## config.mk

```make
export PLATFORM = sky130hd
export DESIGN_NAME = scl_top
export DESIGN_NICKNAME = d
export VERILOG_FILES = /design/src/scl_pkg.sv /design/src/scl_chan_if.sv /design/src/scl_chan.sv /design/src/scl_top.sv
export SDC_FILE = /design/constraint.sdc
export NUM_CORES = 2
export LEC_CHECK = 0
export BUFFER_PORTS_ARGS = -buffer_cell sky130_fd_sc_hd__buf_2
export CORE_MARGIN = 10
export CORE_UTILIZATION = 40
export CTS_CLUSTER_DIAMETER = 60
export DETAILED_ROUTE_END_ITERATION = 8
export GPL_ROUTABILITY_DRIVEN = 0
export GPL_TIMING_DRIVEN = 0
export PLACE_DENSITY = 0.54
export SLEW_MARGIN = 25
export SYNTH_ARGS = -nofsm -noshare
export SYNTH_HDL_FRONTEND = slang
export SYNTH_HIERARCHICAL = 1
export SYNTH_SLANG_ARGS = --single-unit
export TNS_END_PERCENT = 50
```

## constraint.sdc

```tcl
create_clock -name clk -period 18.6 [get_ports clk]
set_input_delay 0 -clock clk [delete_from_list [all_inputs] [get_ports clk]]
set_output_delay 0 -clock clk [all_outputs]
set_load 0.01 [all_outputs]
```

## src/scl_pkg.sv

```systemverilog
// package: register map, field layout and constants of the solenoid current loop
package scl_pkg;
  // ****************************************
  // widths
  // ****************************************
  localparam int NCH = 2;
  localparam int AW  = 4;
  localparam int DW  = 16;
  localparam int IW  = 20;

  // ****************************************
  // register offsets (per channel: base + 4*ch, channel status base + ch)
  // ****************************************
  localparam logic [AW-1:0] OFS_TARGET  = 4'h0;
  localparam logic [AW-1:0] OFS_DITHER  = 4'h1;
  localparam logic [AW-1:0] OFS_PERIOD  = 4'h2;
  localparam logic [AW-1:0] OFS_OFFSET  = 4'h3;
  localparam logic [AW-1:0] OFS_PRESC   = 4'h8;
  localparam logic [AW-1:0] OFS_FAULT   = 4'h9;
  localparam logic [AW-1:0] OFS_CHSTAT  = 4'ha;

  // ****************************************
  // target register fields
  // ****************************************
  localparam int TGT_W     = 11;
  localparam int TGT_EN    = 15;
  localparam int TGT_CLAMP = 14;

  // ****************************************
  // dither register fields
  // ****************************************
  localparam int DIT_STEP_LSB = 0;
  localparam int DIT_STEP_W   = 5;
  localparam int DIT_INC_LSB  = 5;
  localparam int DIT_INC_W    = 5;
  localparam int DIT_ALIGN    = 14;
  localparam int DIT_EN       = 15;

  // ****************************************
  // prescaler fields: step time = (n+1)*(m+1) clocks
  // ****************************************
  localparam int PRE_N_LSB = 0;
  localparam int PRE_M_LSB = 8;
  localparam int PRE_W     = 8;

  // ****************************************
  // loop constants
  // ****************************************
  localparam logic [IW-1:0]  CLAMP_LIM   = 20'd20;
  localparam logic [IW-1:0]  NORM_LIM    = 20'h3ffff;
  localparam logic [IW-1:0]  THR_RESET   = 20'h00400;
  localparam logic [3:0]     MISS_CYC    = 4'd8;
  localparam logic [DW-1:0]  PERIOD_RST  = 16'h0040;
  localparam logic [DW-1:0]  PRESC_RST   = 16'h0000;
  localparam logic [DW-1:0]  DITHER_RST  = 16'h0000;
  localparam logic [DW-1:0]  TARGET_RST  = 16'h0000;

  typedef enum logic [1:0] {SCL_OFF, SCL_DRIVE, SCL_RECIRC} scl_phase_e;
  typedef enum logic [1:0] {SCL_D_IDLE, SCL_D_UP, SCL_D_DOWN, SCL_D_WAIT} scl_dith_e;
endpackage : scl_pkg

```

## src/scl_chan_if.sv

```systemverilog
// interface: per-channel settings and status between loop and channel core
`timescale 1ns/1ps
interface scl_chan_if;
  import scl_pkg::*;
  logic [DW-1:0]    target;
  logic [DW-1:0]    dither;
  logic [DW-1:0]    period;
  logic [DW-1:0]    offset;
  logic [DW-1:0]    presc;
  logic             en_pin;
  logic             tgt_wr;
  logic [TGT_W-1:0] isense;
  logic             drive;
  logic             recirc;
  logic             miss;
  logic [DW-1:0]    status;
  modport top  (output target, dither, period, offset, presc, en_pin, tgt_wr, isense,
                input drive, recirc, miss, status);
  modport core (input target, dither, period, offset, presc, en_pin, tgt_wr, isense,
                output drive, recirc, miss, status);
endinterface : scl_chan_if

```

## src/scl_chan.sv

```systemverilog
// one channel: dither generator, error integrator, period controller, switch control
`timescale 1ns/1ps
module scl_chan
  import scl_pkg::*;
(
  input wire logic clk,          // system clock
  input wire logic rst,          // async reset
  scl_chan_if.core ch            // settings and status
);
  typedef struct packed {
    scl_phase_e        phase;
    scl_dith_e         dst;
    logic [DW-1:0]     dit_cfg;
    logic [DW-1:0]     pre_cnt;
    logic [4:0]        step_cnt;
    logic [IW-1:0]     dval;
    logic signed [IW:0] integ;
    logic [IW-1:0]     thr;
    logic [DW-1:0]     per_cnt;
    logic              pwm_start;
    logic              pwm_seen;
    logic              clamp_act;
    logic [3:0]        miss_cnt;
    logic              miss_arm;
    logic              miss;
  } scl_chan_s;

  scl_chan_s q;
  scl_chan_s next_q;

  logic enabled;
  logic [IW-1:0] work;
  logic [IW-1:0] lim;
  logic [DW-1:0] step_len;
  logic [DW-1:0] step_per;
  logic [DW-1:0] m1;
  logic signed [IW:0] err;

  always_comb begin
    // ****************************************
    // derived values
    // ****************************************
    // off conditions
    enabled = ch.en_pin && ch.target[TGT_EN] && (ch.target[TGT_W-1:0] != '0);
    work    = IW'(ch.target[TGT_W-1:0]) + IW'(ch.offset[TGT_W-1:0]) + q.dval;
    step_len = {8'h00, ch.presc[PRE_N_LSB +: PRE_W]} + 16'h0001;
    m1       = {8'h00, ch.presc[PRE_M_LSB +: PRE_W]} + 16'h0001;
    step_per = 16'(step_len * m1);
    err = $signed({1'b0, IW'(ch.isense)}) - $signed({1'b0, work});
    lim = q.clamp_act ? CLAMP_LIM : NORM_LIM;
    next_q = q;
    next_q.pwm_start = 1'b0;
    next_q.miss = 1'b0;

    // ****************************************
    // dither generator
    // ****************************************
    // triangular dither
    // pwm start remembered until a step boundary in idle or wait, or the end of the down slope
    if (q.pwm_start) next_q.pwm_seen = 1'b1;
    if (q.pre_cnt + 16'h0001 >= step_per) begin
      next_q.pre_cnt = '0;
      unique case (q.dst)
        SCL_D_IDLE, SCL_D_WAIT: begin
          // new settings only at period end
          next_q.dit_cfg = ch.dither;
          next_q.dval = '0;
          // free run or wait for pwm
          if (ch.dither[DIT_EN] && (!ch.dither[DIT_ALIGN] || q.pwm_start || q.pwm_seen)) begin
            next_q.dst = SCL_D_UP;
            next_q.pwm_seen = 1'b0;
            next_q.dval = IW'(ch.dither[DIT_INC_LSB +: DIT_INC_W]);
            next_q.step_cnt = 5'd1;
          end else begin
            next_q.dst = ch.dither[DIT_EN] ? SCL_D_WAIT : SCL_D_IDLE;
            if (!ch.dither[DIT_EN]) next_q.pwm_seen = 1'b0;
          end
        end
        SCL_D_UP: begin
          if (q.step_cnt >= 5'(2 * q.dit_cfg[DIT_STEP_LSB +: DIT_STEP_W] - 1)) begin
            next_q.dst = SCL_D_DOWN;
            next_q.step_cnt = '0;
          end else begin
            next_q.step_cnt = q.step_cnt + 5'd1;
          end
          next_q.dval = q.dval + IW'(q.dit_cfg[DIT_INC_LSB +: DIT_INC_W]);
        end
        SCL_D_DOWN: begin
          next_q.dval = q.dval - IW'(q.dit_cfg[DIT_INC_LSB +: DIT_INC_W]);
          next_q.step_cnt = q.step_cnt + 5'd1;
          if (q.step_cnt + 5'd1 >= 5'(2 * q.dit_cfg[DIT_STEP_LSB +: DIT_STEP_W])) begin
            next_q.dst = SCL_D_WAIT;
            next_q.dval = '0;
            next_q.pwm_seen = 1'b0;
          end
        end
        default: next_q.dst = SCL_D_IDLE;
      endcase
    end else begin
      next_q.pre_cnt = q.pre_cnt + 16'h0001;
    end

    // ****************************************
    // controller and switch sequencing
    // ****************************************
    next_q.per_cnt = q.per_cnt + 16'h0001;
    if (!enabled) begin
      next_q.phase = SCL_OFF;
      next_q.integ = '0;
    end else begin
      unique case (q.phase)
        SCL_OFF: begin
          next_q.phase = SCL_DRIVE;
          next_q.pwm_start = 1'b1;
          next_q.per_cnt = '0;
        end
        SCL_DRIVE: begin
          next_q.integ = q.integ + err;
          if (q.integ > $signed({1'b0, q.thr})) next_q.phase = SCL_RECIRC;
        end
        default: begin
          next_q.integ = q.integ + err;
          if (q.integ <= 0) begin
            next_q.phase = SCL_DRIVE;
            next_q.integ = '0;
            next_q.pwm_start = 1'b1;
            next_q.per_cnt = '0;
            if ((q.per_cnt >> 4) < ch.period && q.thr < NORM_LIM) next_q.thr = q.thr + 20'd1;
            else if ((q.per_cnt >> 4) > ch.period && q.thr > 20'd1) next_q.thr = q.thr - 20'd1;
          end
        end
      endcase
      if (next_q.integ > $signed({1'b0, lim})) next_q.integ = $signed({1'b0, lim});
      else if (next_q.integ < -$signed({1'b0, lim})) next_q.integ = -$signed({1'b0, lim});
    end

    // ****************************************
    // setpoint change tracking
    // ****************************************
    if (ch.tgt_wr) begin
      next_q.miss_arm = 1'b1;
      next_q.miss_cnt = '0;
      next_q.clamp_act = ch.target[TGT_CLAMP];
    end else if (q.miss_arm && (err >= 0)) begin
      next_q.miss_arm = 1'b0;
      next_q.clamp_act = 1'b0;
    end else if (q.miss_arm && q.pwm_start) begin
      next_q.miss_cnt = q.miss_cnt + 4'd1;
      if (q.miss_cnt + 4'd1 >= MISS_CYC) begin
        next_q.miss = 1'b1;
        next_q.miss_arm = 1'b0;
      end
    end
    if (ch.tgt_wr) next_q.miss = 1'b0;
  end

  always_ff @(posedge clk or posedge rst) begin
    if (rst) begin
      q <= '{phase: SCL_OFF, dst: SCL_D_IDLE, thr: THR_RESET, default: '0};
    end else begin
      q <= next_q;
    end
  end

  assign ch.drive  = (q.phase == SCL_DRIVE) && enabled;
  assign ch.recirc = (q.phase == SCL_RECIRC) && enabled;
  assign ch.miss   = q.miss;
  assign ch.status = {q.phase, q.dst, 2'b00, q.dval[9:0]};
endmodule : scl_chan

```

## src/scl_top.sv

```systemverilog
// top: register file and two independent current loops
// Summary of operation
// - target register sets average channel current
// - offset trim corrects internal working target
// - target readback unaffected by offset trim
// - optional triangular dither added to target
// - step count sets steps per quarter wave
// - step time from two prescaler dividers
// - dither changes wait for period end
// - alignment bit low: dither runs freely
// - alignment bit high: period waits pwm start
// - dither period begins one step up
// - drive and recirculation switches alternate
// - integrator sums current minus target each cycle
// - cycle start: drive on, recirc off
// - integrator above threshold: drive off, recirc on
// - threshold tuned until period matches setting
// - integrator back to zero starts next cycle
// - clamp bit limits integrator after target change
// - clamp bit held until written or reset
// - target missed in eight cycles sets fault
// - each channel has its own loop
// - pin, enable bit or zero target: both off
// - drive and recirc never on together
`timescale 1ns/1ps
module scl_top
  import scl_pkg::*;
(
  input  wire logic                   clk,       // 40 MHz clock
  input  wire logic                   rst,       // async reset, high
  input  wire logic [AW-1:0]          addr,      // register index
  input  wire logic [DW-1:0]          wdata,     // write data
  input  wire logic                   wr,        // write strobe
  input  wire logic                   rd,        // read strobe
  output logic      [DW-1:0]          rdata,     // read data, next cycle
  input  wire logic                   en_pin,    // enable pin
  input  wire logic [NCH*TGT_W-1:0]   isense,    // measured current per channel
  output logic      [NCH-1:0]         drive,     // drive switch per channel
  output logic      [NCH-1:0]         recirc     // recirculation switch per channel
);
  typedef struct packed {
    logic [NCH-1:0][DW-1:0] target;
    logic [NCH-1:0][DW-1:0] dither;
    logic [NCH-1:0][DW-1:0] period;
    logic [NCH-1:0][DW-1:0] offset;
    logic [DW-1:0]          presc;
    logic [NCH-1:0]         fault;
    logic [DW-1:0]          rdata;
  } scl_top_s;

  scl_top_s q;
  scl_top_s next_q;
  logic [NCH-1:0]         miss;
  logic [NCH-1:0][DW-1:0] stat;
  logic [NCH-1:0]         tgt_wr;

  // ****************************************
  // channels
  // ****************************************
  // one loop per channel
  genvar g;
  generate
    for (g = 0; g < NCH; g++) begin : g_ch
      scl_chan_if cif();
      assign cif.target = q.target[g];
      assign cif.dither = q.dither[g];
      assign cif.period = q.period[g];
      assign cif.offset = q.offset[g];
      assign cif.presc  = q.presc;
      assign cif.en_pin = en_pin;
      assign cif.tgt_wr = tgt_wr[g];
      assign cif.isense = isense[g*TGT_W +: TGT_W];
      assign drive[g]   = cif.drive;
      assign recirc[g]  = cif.recirc;
      assign miss[g]    = cif.miss;
      assign stat[g]    = cif.status;
      assign tgt_wr[g]  = wr && (addr == (OFS_TARGET + AW'(4 * g)));
      scl_chan u_chan (
        .clk (clk),
        .rst (rst),
        .ch  (cif.core)
      );
    end
  endgenerate

  // ****************************************
  // register file
  // ****************************************
  always_comb begin
    next_q = q;
    next_q.rdata = '0;
    for (int i = 0; i < NCH; i++) begin
      if (rd && addr == OFS_FAULT) next_q.fault[i] = 1'b0;
      if (miss[i]) next_q.fault[i] = 1'b1;
      if (wr) begin
        if (addr == OFS_TARGET + AW'(4 * i)) next_q.target[i] = wdata;
        if (addr == OFS_DITHER + AW'(4 * i)) next_q.dither[i] = wdata;
        if (addr == OFS_PERIOD + AW'(4 * i)) next_q.period[i] = wdata;
        if (addr == OFS_OFFSET + AW'(4 * i)) next_q.offset[i] = wdata;
      end
      if (!en_pin) next_q.target[i][TGT_EN] = 1'b0;
      if (rd) begin
        if (addr == OFS_TARGET + AW'(4 * i)) next_q.rdata = q.target[i];
        if (addr == OFS_DITHER + AW'(4 * i)) next_q.rdata = q.dither[i];
        if (addr == OFS_PERIOD + AW'(4 * i)) next_q.rdata = q.period[i];
        if (addr == OFS_OFFSET + AW'(4 * i)) next_q.rdata = q.offset[i];
      end
    end
    if (wr && addr == OFS_PRESC) next_q.presc = wdata;
    if (rd && addr == OFS_PRESC) next_q.rdata = q.presc;
    if (rd && addr == OFS_FAULT) next_q.rdata = {{(DW-NCH){1'b0}}, q.fault};
    if (rd && addr == OFS_CHSTAT) next_q.rdata = stat[0];
    if (rd && addr == OFS_CHSTAT + 4'h1) next_q.rdata = stat[1];
  end

  always_ff @(posedge clk or posedge rst) begin
    if (rst) begin
      q <= '{target: '{default: TARGET_RST}, dither: '{default: DITHER_RST},
             period: '{default: PERIOD_RST}, offset: '0, presc: PRESC_RST,
             fault: '0, rdata: '0};
    end else begin
      q <= next_q;
    end
  end

  assign rdata = q.rdata;
endmodule : scl_top

```

==> run metrics <==
status=finished, final reports clean; Cell variety after synth=about 120; clk_lat worst skew=between 0.6 and 0.7 ns; FILL cells=a little over 9000; Core Area=just over 90000 um^2; clock sinks=roughly 400; Hold WC Path Type=primary input to register; Power Density=161 nW/um^2; Slew Limit Fails=0; Longest Clk Path Bufs=3; crit path DAT=just under 10 ns; detailed router's first-iteration violation count=around 2500; Req. time, crit path=roughly 19 ns; routed wire length=approximately 110 mm; number of cell rows=112; via count=31400; maxcap violations=0; H-tree depth=2; R2R Setup Slk=roughly 9.2 ns; Post-Layout Cell Count=5652; Root Driver=clkbuf_16; CTS tree=yes; Tcrit/Tclk final=a little over 50%; Synth top cells by count=398 x dfrtp_1, 394 x ha_1, 344 x inv_1, 317 x nand2_1, 312 x nor2_1; Slew @ Worst Pin=0.990 ns; #FFs+latches synth=between 400 and 500; Syn. warnings=6; max_slew headroom=roughly 34%; Die Wd=around 330 um; vias per cell=approximately 5.5; drc violations=0; Setup Crit Path Kind=register to register; layout cells sized above 1=under 10%; Worst setup SP type=register; fmax=between 0.1 and 0.15 GHz; RSZ-0062 raised after global routing=false; Async SR Flop Fraction=100%; final hold viol count=0; Slowest cell on crit path=dfrtp_1; Post-synth EDFFs=0; Min Clock Period, post-route=9.41 ns; met2 WL=around 52 mm; GRT Util Overall=21.2%; die area=between 100000 and 150000 um^2; clk slew on worst S/H paths=approximately 0.060 ns; M1 WL=roughly 53 mm; I/O pin count=67; Setup TNS=0 ns; Synth Area per Inst=between 8 and 9 um^2; crit end category=register; Setup Buffers After CTS=0; Max Clock Skew=between 0.05 and 0.06 ns; Initial DRT Pass Iterations=5; most frequent CP cell=ha_1; CTS Buf Count=60; area delta synth->final=11.6%; Avg WL per Cell=between 20 and 25 um; Synth Flop Type=dfrtp_1; PortBufs=63; area leader, netlist=dfrtp_1; Buf/Inv on CP=2; synth top area cells=dfrtp_1 27%, ha_1 13%, fa_1 5.9%; sequential area share after synthesis=between 20% and 30%; first-pass GRT wire length=about 180 mm; area share of the largest cell type after synthesis=approximately a quarter; largest stage delay on the critical path=between 0.4 and 0.5 ns; leak pwr=19.4 nW; Top Family by Delay on Critical Path=compound AO/OA/AOI/OAI gates; Initial Utilization=roughly two fifths; top layer reached by signal wires=met5; Finish-stage setup viols=0; DP HPWL=89.3 mm; Max VDD drop=0.208 mV; vias in the first global route=30800; worst-path fanout max=10; placed insts=between 5000 and 6000; initial antenna violation count=7; most numerous cell in the Yosys netlist=dfrtp_1; nets=roughly 4900; Mapped Area=roughly 37000 um^2; wire length on met3=between 6 and 7 mm; Post-Syn Instances=around 4200; antenna viol nets, final=0; die height=about 330 um; pin count of the biggest net entering global routing=89; total grt overflow=0
[cell type report]
type	instances	area [um^2]	area share [%]
clock inverter	36	429	1.03
timing repair buffer	94	678	1.63
antenna	5	12.5	0.0300
clock buffer	75	1610	3.85
buffer	189	1100	2.64
sequential	402	10100	24.1
multi-input combinational	3250	24900	59.8
inverter	347	1330	3.18
tap	1254	1570	3.76
[power breakdown]
group	internal, mW	switching, mW	leakage, nW
Sequential	1.02	0.217	5.17
Clock	0.691	0.471	0.967
Combinational	1.81	2.49	13.3
[worst paths after layout]
check                                    endpoint  depth (start not counted)                   start
min in group asynchronous  g_ch[1].cif.period[11]                          4                     rst
min                                      rdata[3]                          6                 addr[0]
max in group asynchronous   g_ch[0].u_chan/q[112]                          6                     rst
max reg2reg                  g_ch[0].u_chan/q[51]                         41   g_ch[0].cif.target[0]
min reg2reg                                 q[16]                          1  g_ch[0].u_chan/ch.miss
max                          g_ch[0].u_chan/q[51]                         41   g_ch[0].cif.target[0]
[state kept, by name, summed over array words and instances, names as in the netlist, 16 cells and up]
name / flops
g_ch.cif.dither: 32
g_ch.cif.offset: 32
g_ch.cif.period: 32
g_ch.cif.presc: 16
g_ch.cif.target: 32
g_ch.u_chan/ch.status: 28
g_ch.u_chan/q: 210
rdata: 16
[cells by family (layout without fill, tap and decap cells)]
kind of cell / after synthesis / count (layout) / share of synthesized area [%]
fa+ha+maj: 504 / 504 / 19.1
other cells: 2 / 9 / 0.0201
buf+inv: 536 / 741 / 6.44
compound gates: 973 / 973 / 17.4
flops: 402 / 402 / 26.9
mux: 197 / 197 / 5.96
simple gates: 1272 / 1272 / 17.2
xor+xnor: 300 / 300 / 7.03
[through the flow]
stage          worst slack [ns]  total power [mW]  cell area [um^2]  utilization, %  hold WS [ns]
2_1_floorplan             10.74              4.51             37400               -         0.122
3_3_place_gp               9.26              5.50             39300            42.2         0.360
3_5_place_dp               9.24              5.55             39400            42.3         0.133
4_1_cts                    9.15              6.76             41700            44.8        0.0292
5_1_grt                    8.34              7.40             41700            44.8         0.114
6_report                   9.19              6.71             41700            44.8         0.109
[worst register-to-register path, delay by kind of cell (launching register included)]
kind                       cells  cell delay (ns)
adders and majority gates      6             2.02
AOI/OAI and AO/OA             19             3.43
and+or+nand+nor                9             1.73
buffers and inverters          2             0.34
DFF                            1             0.43
xor gates and xnor gates       4             0.89
muxes                          1             0.41
[cell usage in the layout, fill, tap and decap left out, types with 64 or more instances in the layout]
master / synthesis / final
dfrtp_1: 398 / 398
ha_1: 394 / 394
inv_1: 344 / 341
nand2_1: 317 / 317
nor2_1: 312 / 312
a21oi_1: 247 / 247
xnor2_1: 196 / 196
o21ai_0: 171 / 171
fa_1: 110 / 110
nand3_1: 108 / 108
mux2_1: 104 / 104
xor2_1: 104 / 104
buf_2: 25 / 88
clkbuf_1: 77 / 87
nor2b_1: 78 / 78
nor3_1: 76 / 76
a21o_1: 70 / 70
buf_4: 64 / 64
[per-layer routing]
layer | global-route usage (%) | vias up
li1 | - | 15100
met1 | 29.4 | 15200
met2 | 34.3 | 851
met3 | 2.51 | 188
met4 | 6.35 | 4
met5 | 0 | -
[timing repair]
action	CTS	global route
hold buffers	28	0
gates resized for setup	0	0
endpoints found under the hold margin	468	0
Note: power is estimated with default switching activity, not from simulation.
